### src/rtl/perf_event_pkg.sv
// Purpose: constants and carrier types for the performance event decoder
// Assumes: AHB-Lite register access, 32-bit data, word registers
// Notes: event codes and unit masks are the hardware encodings
package perf_event_pkg;

  // ==========================================================
  // register map
  localparam logic [3:0] CTRL_OFFSET = 4'h0;
  localparam logic [3:0] COUNT_OFFSET = 4'h4;
  localparam logic [3:0] STATUS_OFFSET = 4'h8;
  localparam logic [31:0] CTRL_RESET = 32'h0000_0000;
  localparam logic [31:0] COUNT_RESET = 32'h0000_0000;

  // ==========================================================
  // control and status field positions
  localparam int CODE_LSB = 0;
  localparam int UMASK_LSB = 8;
  localparam int THRESH_LSB = 16;
  localparam int EDGE_BIT = 20;
  localparam int ENABLE_BIT = 21;
  localparam int INDEX_LSB = 22;
  localparam int VALID_BIT = 0;
  localparam int AMOUNT_LSB = 4;

  // ==========================================================
  // event codes and unit masks
  localparam logic [7:0] EV_WRITEBACK = 8'h28;
  localparam logic [7:0] EV_LAST_LEVEL = 8'h2E;
  localparam logic [7:0] EV_CYCLES = 8'h3C;
  localparam logic [7:0] EV_PENDING_MISS = 8'h48;
  localparam logic [7:0] EV_STORE_TLB = 8'h49;
  localparam logic [7:0] EV_LOAD_HIT_FILL = 8'h4C;
  localparam logic [7:0] EV_LINE_FILL = 8'h51;
  localparam logic [7:0] EV_MOVE_ELIM = 8'h58;
  localparam logic [7:0] EV_RING_CYCLES = 8'h5C;
  localparam logic [7:0] EV_SCHED_EMPTY = 8'h5E;
  localparam logic [7:0] UM_00 = 8'h00;
  localparam logic [7:0] UM_01 = 8'h01;
  localparam logic [7:0] UM_02 = 8'h02;
  localparam logic [7:0] UM_04 = 8'h04;
  localparam logic [7:0] UM_08 = 8'h08;
  localparam logic [7:0] UM_0F = 8'h0F;
  localparam logic [7:0] UM_10 = 8'h10;
  localparam logic [7:0] UM_41 = 8'h41;
  localparam logic [7:0] UM_4F = 8'h4F;
  localparam logic [1:0] PENDING_COUNTER_INDEX = 2'h2;

  // ==========================================================
  // timing: fixed reference clock, ticks arrive as a 2-bit per-cycle count
  localparam int REF_CLOCK_MHZ = 100;
  localparam int SYS_CLOCK_KHZ = 10000;

  // ==========================================================
  // carriers
  typedef struct packed {
    logic [1:0] writeback_hit_modified;
    logic [1:0] writeback_any_state;
    logic [1:0] last_level_reference;
    logic [1:0] last_level_miss;
    logic halted;
    logic [1:0] reference_ticks;
    logic [3:0] pending_data_miss_count;
    logic store_walk_start;
    logic store_walk_done;
    logic store_walk_busy;
    logic store_second_level_hit;
    logic [1:0] load_hit_sw_fill;
    logic [1:0] load_hit_hw_fill;
    logic data_cache_line_fill;
    logic [1:0] move_int_eliminated;
    logic [1:0] move_simd_eliminated;
    logic [1:0] move_int_kept;
    logic [1:0] move_simd_kept;
    logic ring_zero;
    logic scheduler_empty;
  } event_src_t;

  typedef struct packed {
    logic [1:0] index;
    logic enable;
    logic edge_detect;
    logic [3:0] threshold;
    logic [7:0] umask;
    logic [7:0] code;
  } select_t;

endpackage : perf_event_pkg

### src/rtl/core_perf_event_decoder.sv
// Purpose: event selection and counting for a set of pipeline events
// Assumes: event sources synchronous to hclk; AHB-Lite register slave
// Notes: reference ticks are counted as a per-cycle amount from a 2-bit count
`timescale 1ns/1ps
`default_nettype none

module core_perf_event_decoder
  import perf_event_pkg::*;
#(
  parameter int COUNT_W = 32 // counter width
)
(
  input wire logic hclk, // system clock
  input wire logic hresetn, // asynchronous reset, active low
  input wire logic clk_en, // freezes all state while low
  input wire logic hsel, // slave select
  input wire logic [31:0] haddr, // byte address
  input wire logic [1:0] htrans, // transfer type
  input wire logic hwrite, // write when high
  input wire logic [2:0] hsize, // transfer size, words only
  input wire logic [31:0] hwdata, // write data
  input wire logic hready, // bus ready
  output logic [31:0] hrdata, // read data
  output logic hreadyout, // never stalls
  output logic hresp, // always okay
  input wire event_src_t events, // event sources
  output logic [COUNT_W-1:0] count_value // live counter value
);

  // ==========================================================
  // bus slave
  select_t sel_q;
  logic [COUNT_W-1:0] count_q;
  logic [31:0] rdata_q;
  logic wr_pend_q;
  logic [3:0] wr_addr_q;
  logic addr_ok;
  logic sel_valid;
  logic [4:0] amount;
  logic [4:0] amount_q;
  logic cond_q;

  assign addr_ok = hsel && htrans[1] && hready;
  assign hreadyout = 1'b1;
  assign hresp = 1'b0;
  assign hrdata = rdata_q;
  assign count_value = count_q;

  // read data is captured in the address phase so it leaves a flop
  always_ff @(posedge hclk or negedge hresetn)
  begin
    if (!hresetn)
    begin
      rdata_q <= 32'h0000_0000;
    end
    else if (clk_en && addr_ok && !hwrite)
    begin
      case (haddr[3:0])
        CTRL_OFFSET: rdata_q <= 32'(sel_q);
        COUNT_OFFSET: rdata_q <= 32'(count_q);
        STATUS_OFFSET: rdata_q <= 32'({amount_q, 3'h0, sel_valid});
        default: rdata_q <= 32'h0000_0000;
      endcase
    end
  end

  always_ff @(posedge hclk or negedge hresetn)
  begin
    if (!hresetn)
    begin
      wr_pend_q <= 1'b0;
      wr_addr_q <= 4'h0;
    end
    else if (clk_en)
    begin
      wr_pend_q <= addr_ok && hwrite && (haddr[31:4] == 28'h000_0000);
      wr_addr_q <= haddr[3:0];
    end
  end

  always_ff @(posedge hclk or negedge hresetn)
  begin
    if (!hresetn)
    begin
      sel_q <= select_t'(CTRL_RESET[$bits(select_t)-1:0]);
    end
    else if (clk_en && wr_pend_q && wr_addr_q == CTRL_OFFSET)
    begin
      sel_q <= select_t'(hwdata[$bits(select_t)-1:0]);
    end
  end

  // ==========================================================
  // event selection
  always_comb
  begin
    amount = 5'h00;
    sel_valid = 1'b1;
    case ({sel_q.code, sel_q.umask})
      {EV_WRITEBACK, UM_08}: amount = 5'(events.writeback_hit_modified);
      {EV_WRITEBACK, UM_0F}: amount = 5'(events.writeback_any_state);
      {EV_LAST_LEVEL, UM_4F}: amount = 5'(events.last_level_reference);
      {EV_LAST_LEVEL, UM_41}: amount = 5'(events.last_level_miss);
      // one per unhalted clock, so the rate tracks any throttled frequency
      {EV_CYCLES, UM_00}: amount = 5'(!events.halted);
      {EV_CYCLES, UM_01}:
        amount = events.halted ? 5'h00 : 5'(events.reference_ticks);
      {EV_PENDING_MISS, UM_01}:
      begin
        sel_valid = (sel_q.index == PENDING_COUNTER_INDEX);
        amount = sel_valid ? 5'(events.pending_data_miss_count) : 5'h00;
      end
      {EV_STORE_TLB, UM_01}: amount = 5'(events.store_walk_start);
      {EV_STORE_TLB, UM_02}: amount = 5'(events.store_walk_done);
      {EV_STORE_TLB, UM_04}: amount = 5'(events.store_walk_busy);
      {EV_STORE_TLB, UM_10}: amount = 5'(events.store_second_level_hit);
      {EV_LOAD_HIT_FILL, UM_01}: amount = 5'(events.load_hit_sw_fill);
      {EV_LOAD_HIT_FILL, UM_02}: amount = 5'(events.load_hit_hw_fill);
      {EV_LINE_FILL, UM_01}: amount = 5'(events.data_cache_line_fill);
      {EV_MOVE_ELIM, UM_04}: amount = 5'(events.move_int_kept);
      {EV_MOVE_ELIM, UM_08}: amount = 5'(events.move_simd_kept);
      {EV_MOVE_ELIM, UM_01}: amount = 5'(events.move_int_eliminated);
      {EV_MOVE_ELIM, UM_02}: amount = 5'(events.move_simd_eliminated);
      {EV_RING_CYCLES, UM_01}:
        amount = 5'(!events.halted && events.ring_zero);
      {EV_RING_CYCLES, UM_02}:
        amount = 5'(!events.halted && !events.ring_zero);
      {EV_SCHED_EMPTY, UM_01}: amount = 5'(events.scheduler_empty);
      default:
      begin
        amount = 5'h00;
        sel_valid = 1'b0;
      end
    endcase
  end

  // ==========================================================
  // threshold and edge shaping
  logic [4:0] thresh_eff;
  logic cond;
  logic [4:0] step;

  // edge with no threshold still needs a condition, so treat it as one
  assign thresh_eff = (sel_q.edge_detect && sel_q.threshold == 4'h0) ?
                      5'h01 : 5'(sel_q.threshold);
  assign cond = (thresh_eff != 5'h00) && (amount >= thresh_eff);

  always_comb
  begin
    step = 5'h00;
    if (!sel_q.enable || !sel_valid)
      step = 5'h00;
    else if (sel_q.edge_detect)
      step = 5'(cond && !cond_q);
    else if (thresh_eff != 5'h00)
      step = 5'(cond);
    else
      step = amount;
  end

  always_ff @(posedge hclk or negedge hresetn)
  begin
    if (!hresetn)
    begin
      cond_q <= 1'b0;
      amount_q <= 5'h00;
    end
    else if (clk_en)
    begin
      cond_q <= cond;
      amount_q <= amount;
    end
  end

  // ==========================================================
  // counter: a software write wins over the increment in that cycle
  always_ff @(posedge hclk or negedge hresetn)
  begin
    if (!hresetn)
    begin
      count_q <= COUNT_RESET[COUNT_W-1:0];
    end
    else if (clk_en)
    begin
      if (wr_pend_q && wr_addr_q == COUNT_OFFSET)
        count_q <= hwdata[COUNT_W-1:0];
      else
        count_q <= count_q + COUNT_W'(step);
    end
  end

  // ==========================================================
  // checks
  logic write_count;
  assign write_count = wr_pend_q && wr_addr_q == COUNT_OFFSET;
  logic plain;
  logic [15:0] pair;
  assign plain = sel_q.enable && !sel_q.edge_detect &&
                 sel_q.threshold == 4'h0;
  assign pair = {sel_q.code, sel_q.umask};
endmodule : core_perf_event_decoder

`default_nettype wire

### config.mk
export PLATFORM = sky130hd
export DESIGN_NAME = core_perf_event_decoder
export DESIGN_NICKNAME = d
export VERILOG_FILES = /design/src/rtl/perf_event_pkg.sv /design/src/rtl/core_perf_event_decoder.sv
export SDC_FILE = /design/constraint.sdc
export NUM_CORES = 1
export LEC_CHECK = 0
export ABC_AREA = 1
export ABC_CLOCK_PERIOD_IN_PS = 4500
export BUFFER_PORTS_ARGS = -buffer_cell sky130_fd_sc_hd__buf_2
export CAP_MARGIN = 0
export CORE_UTILIZATION = 49
export DETAILED_ROUTE_END_ITERATION = 7
export PLACE_DENSITY = 0.78
export SLEW_MARGIN = 20
export SYNTH_ARGS = -nofsm -noshare
export SYNTH_HDL_FRONTEND = slang
export SYNTH_SLANG_ARGS = --single-unit
### constraint.sdc
create_clock -name hclk -period 4.5 [get_ports hclk]
set_input_delay 0.9 -clock hclk [delete_from_list [all_inputs] [get_ports hclk]]
set_output_delay 0.9 -clock hclk [all_outputs]
set_load 0.05 [all_outputs]
## Yosys cells after proc, flatten, opt, wreduce, memory -nomap -nowiden

Index checks and enable logic that the tools add are counted.

| cells by class | value |
|---|---|
| order comparisons | 1 |
| eq/ne operators | 25 |
| add/sub/neg operators | 1 |
| mux-type cells | 10 |
| reduce and logical (&&, ||, !) cells | 27 |

Operator list:

| operator | number |
|---|---|
| 16-bit by 15-bit equality test with 1-bit output, second input constant | 15 |
| 16-bit by 14-bit equality test with 1-bit output, second input constant | 6 |
| 32-bit case mux with 3 select lines | 1 |
| 4-bit case mux with 21 select lines | 1 |
| 32-bit by 5-bit adder with 32-bit output | 1 |
| 32-bit 2-to-1 mux | 1 |
| 28-bit zero test | 1 |
| 20-bit OR reduction | 1 |
| 5-bit 2-to-1 mux | 3 |
| 1-bit logical AND | 14 |
| 4-bit zero test | 3 |
| 4-bit by 3-bit equality test with 1-bit output, second input constant | 2 |
| 4-bit 2-to-1 mux | 2 |
| 1-bit zero test | 6 |
| 5-bit by 4-bit greater-or-equal comparator with 1-bit output | 1 |
| 5-bit nonzero test | 1 |
| 4-bit equality test, second input constant | 1 |
| 2-bit equality test, second input constant | 1 |
| 2-bit 2-to-1 mux | 1 |
| 1-bit case mux with 2 select lines | 1 |
| 1-bit logical OR | 1 |

| storage, ports and cells | value |
|---|---|
| output and inout bits | 66 |
| input bits | 109 |
| word-level logic and storage cells | 76 |
| bits in registers | 99 |

## Logic depth before layout (Yosys ltp)

| depth | value |
|---|---|
| word-level depth | 10 |
| gate-level depth with buffers | 38 |
| gate-level depth less buffers | 38 |

## Least setup slack after synthesis

No wires, ideal clock.

| timing | value |
|---|---|
| kind | register to register |
| start | register sel_q (netlist bit pair[7]) |
| end | register count_q[22], in the netlist count_value[22] |
| setup time | 0.132 ns |
| path slack | 0.332 ns |
| path buffers | 1 |
| data arrival time | 4.036 ns |
| stages on the path, launching flop included | 37 |
| required time | 4.368 ns |
| period minus slack after synthesis | 4.168 ns |
| cell sequence | dfrtp_1 nor2_2 nand2_4 nor2_4 buf_6 a21oi_1 a211o_1 nand3_1 nand2_1 nand4_1 inv_2 ha_1 inv_1 nand2_1 o21ai_0 inv_1 nand2_1 nand2_1 nand2_1 nand2_1 nand3_1 nand2_1 ha_1 inv_1 fa_1 nand3b_1 nand2_1 nand2_1 nor2_2 nand2_2 nor2_4 nand2_2 nor2_2 nand2_1 xor2_1 nor2_1 o22ai_1 |

| between the ends | value |
|---|---|
| longest elaborated chain between the ends | 9 |
| elaborated cells on any way between the ends | 34 |
| classes of those cells | add/sub (1); order compare (1); eq/ne (21); mux (6); reduce/logical (5) |

RTL lines:

| what | RTL line | text |
|---|---|---|
| start, declared | core_perf_event_decoder.sv:32 | `select_t sel_q;` |
| start signal, assigned | core_perf_event_decoder.sv:85 | `sel_q <= select_t'(CTRL_RESET[$bits(select_t)-1:0]);` |
| start signal, assigned | core_perf_event_decoder.sv:89 | `sel_q <= select_t'(hwdata[$bits(select_t)-1:0]);` |
| 16-bit by 15-bit equality test with 1-bit output or 16-bit by 14-bit equality test with 1-bit output (tied branches) | core_perf_event_decoder.sv:99 | `case ({sel_q.code, sel_q.umask})` |
| 4-bit case mux with 21 select lines | core_perf_event_decoder.sv:99 |  |
| 5-bit by 4-bit greater-or-equal comparator with 1-bit output | core_perf_event_decoder.sv:146 | `assign cond = (thresh_eff != 5'h00) && (amount >= thresh_eff);` |
| 1-bit logical AND | core_perf_event_decoder.sv:146 |  |
| 5-bit 2-to-1 mux or 1-bit logical AND (tied branches) | core_perf_event_decoder.sv:155, core_perf_event_decoder.sv:154 |  |
| 5-bit 2-to-1 mux | core_perf_event_decoder.sv:153 | `else if (sel_q.edge_detect)` |
| 5-bit 2-to-1 mux * | core_perf_event_decoder.sv:151 | `if (!sel_q.enable \|\| !sel_valid)` |
| 32-bit by 5-bit adder with 32-bit output * | core_perf_event_decoder.sv:188 | `count_q <= count_q + COUNT_W'(step);` |
| 32-bit 2-to-1 mux * | core_perf_event_decoder.sv:185 | `if (wr_pend_q && wr_addr_q == COUNT_OFFSET)` |
| end signal, assigned | core_perf_event_decoder.sv:181 | `count_q <= COUNT_RESET[COUNT_W-1:0];` |
| end signal, assigned | core_perf_event_decoder.sv:186 | `count_q <= hwdata[COUNT_W-1:0];` |
| end signal, assigned | core_perf_event_decoder.sv:188 |  |
| end, declared | core_perf_event_decoder.sv:33 | `logic [COUNT_W-1:0] count_q;` |

Every way passes the cells marked *; elsewhere a longest branch is shown, timed or not.
A chain may end at the register's enable or synchronous reset.

## Worst setup path in the final report

| timing | value |
|---|---|
| start | register sel_q (netlist bit pair[4]) |
| end | register count_q[12], in the netlist count_value[12] |

Same word-level chain as after synthesis.

==> impl_metrics.csv <==
group,metric,value,unit
synthesis,synth_mux_area_frac,0,
synthesis,synth_adder_area_share,0.0177,
drt,wl_met2,8740,um
clock_tree,clk_latency,0.35,ns
setup_path,worstSetupStartpointType,"register",
placement,gp_congestion,0.921,
timing,hold_viol_final,0,
setup_path,r2r_slack,-0.16,ns
synthesis,synth_top_family_by_area,"simple AND/OR/NAND/NOR gates",
floorplanning,io_pins,175,
timing,finalClockSkew,0.00645,ns
timing,fin_ws,-0.163,ns
setup_path,crit_type,"reg -> reg",
clock_tree,cts_buffer_depth,2,
floorplanning,die_area,12800,um^2
grt,grt_max_degree,57,
timing,rsz0062_at_grt,"true",
setup_path,crit_family,"simple AND/OR/NAND/NOR gates",
clock_tree,htree_levels,3,
timing,setup_viol,11,
floorplanning,initial_core_util,0.503,
synthesis,avgSynthCellArea,7.03,um^2
synthesis,synth_area_leader_cell,"dfrtp_1",
drt,avgRoutedWirePerCell,15.4,um
timing,fin_setup_tns,-1.08,ns
pwr,powerDensity,291,nW/um^2
placement,numPortBuffers,168,
floorplanning,die_x,113,um
setup_path,cpPeakStageDelay,0.42,ns
outcome,outcome,"complete, but fails checks",
drt,drtIter0Drc,688,
timing,worst_pin_slew,1.10,ns
synthesis,synth_edf_count,0,
timing,finalCritPeriodShare,1.04,
grt,grt_use_total,0.297,
drt,vias,6578,
drt,wl,18900,um
job,max-cap-violations,0,
synthesis,synth_top_area_frac,0.404,
drt,top_layer,"met4",
setup_path,cp_num_buf_inv,6,
synthesis,synth-warning-count,0,
timing,timing.fmax,214,MHz
placement,dpl_cell_area,7200,um^2
placement,dp_hpwl,13400,um
drt,vias_per_cell,5.36,
synthesis,yosysUniqueCellTypes,44,
clock_tree,clockRootBuffer,"clkbuf_16",
synthesis,synth.ff_latch_count,98,
synthesis,synth_compound_area_frac,0.154,
grt,grt_first_pass_wirelength,30100,um
clock_tree,cts_num_sinks,98,
timing,maxSlewViolCount,0,
grt,grt.overflow.total,0,
timing,slew_headroom,0.263,
drt,dr.pass1.iters,6,
setup_path,cp-end-kind,"register",
grt,antenna_found_initial,0,
final_layout,drive_gt1_frac,0.277,
synthesis,synth_xor_area_frac,0.0188,
outcome,violations,"setup timing",
pwr,peakVddDrop,0.208,mV
synthesis,ys.flop_type,"dfrtp_1",
pwr,leakagePower,4.00,nW
final_layout,syn2layout_area_growth,27.3,%
final_layout,mostFrequentLayoutCells,"nand2_1, buf_2, dfrtp_1",
synthesis,synthArstFlopShare,1.00,
final_layout,fin_area,7730,um^2
setup_path,path_max_fanout,7,
setup_path,arrival,4.93,ns
grt,grt_pass1_vias,6146,
timing,min_period,4.66,ns
floorplanning,core_region_area,12100,um^2
clock_tree,cts_tree,"yes",
floorplanning,num_rows,40,
floorplanning,dieHeight,113,um
final_layout,final_common_cell,"nand2_1",
synthesis,ys_top_cells_by_area,"dfrtp_1, nand2_1, o21ai_0",
synthesis,synth_seq_area_share,0.404,
clock_tree,cts-buffers-inserted,9,
drt,met3_wirelength,1460,um
setup_path,cp_common_cell,"nand2_1",
synthesis,synth_cells,864,
synthesis,synthesis.nets,981,
drt,drt-met1-wl,8230,um
worst_hold_path,worst_hold_path_type,"in -> async",
setup_path,cp.required,4.77,ns
final_layout,insertedDiodeCount,0,
synthesis,mappedNetlistArea,6070,um^2
final_layout,final.fill_count,1076,
drt,drtAntennaViolNets,0,
setup_path,critical_path.slowest_cell,"dfrtp_1",
clock_tree,clk_pin_slew,0.07,ns
synthesis,synth-simple-area-share,0.315,
drt,drc,0,
pwr,finalPower,2.25,mW
final_layout,nets,1173,
state kept, by name, indices dropped and copies added, names as in the netlist:
signal,count
amount_q,4
cond_q,1
count_value,32
hrdata,32
pair,16
sel_q,8
wr_addr_q,4
wr_pend_q,1
path summary, 6_finish.rpt:
path	start	end	cells past startpoint
max	pair[4]	count_value[12]	35
min	hresetn	wr_addr_q[1]	1
max reg2reg	pair[4]	count_value[12]	35
min reg2reg	hrdata[13]	hrdata[13]	2
max in group asynchronous	hresetn	count_value[19]	2
min in group hclk	hrdata[13]	hrdata[13]	2
Yosys cell counts, types with 7 or more instances:
cell type,n
inv_2,9
o22ai_1,23
a21oi_1,48
inv_1,97
nand2_1,221
clkbuf_1,26
o211ai_1,9
nor2_1,86
o21ai_0,78
nand4_1,15
nor3_1,9
nor2_2,14
xor2_1,12
dfrtp_1,98
nor4_1,12
nand3_1,52
ha_1,7
power by group:
group	internal [mW]	leakage, nW	switching, mW
registers	0.941	1.26	0.0671
clock network	0.372	0.114	0.337
logic	0.135	2.62	0.393
metal layers:
layer / global-route usage / vias to the layer above
met3: 0.0589 / 40
met2: 0.468 / 290
met4: 0.0982 / 0
li1: - / 3212
met5: 0 / -
met1: 0.409 / 3036
stage by stage:
stage	util	worst slack (ns)	std cells	hold WS, ns
after floorplan	-	0.332	864	0.443
after CTS	0.627	0.000885	1221	0.478
after global routing	0.641	-0.404	1228	0.490
final	0.641	-0.163	1228	0.461
after global placement	0.597	-0.0436	1197	0.456
after detailed placement	0.597	-0.173	1197	0.460
logic make-up after synthesis:
group,after synthesis
AND/OR/NAND/NOR,432
buffers and inverters,140
flip-flops,98
adder cells (fa/ha/maj),8
AO/OA/AOI/OAI,171
other,2
XOR/XNOR,13
area by class of cell:
cell class,instances,area [um^2],area share
Clock buffer,11,233,0.0301
Tap cell,168,210,0.0272
Timing Repair Buffer,212,1180,0.152
Multi-Input combinational cell,626,3210,0.415
Sequential cell,98,2450,0.318
Clock inverter,4,30.0,0.00389
Inverter,109,412,0.0533
repair_timing:
action | CTS | global route
setup endpoints to repair | 10 | 17
hold buffers | 0 | 0
gates resized for setup | 9 | 39
setup buffers | 9 | 7
pin swaps | 6 | 12
Power figures use the tool's default switching activity.
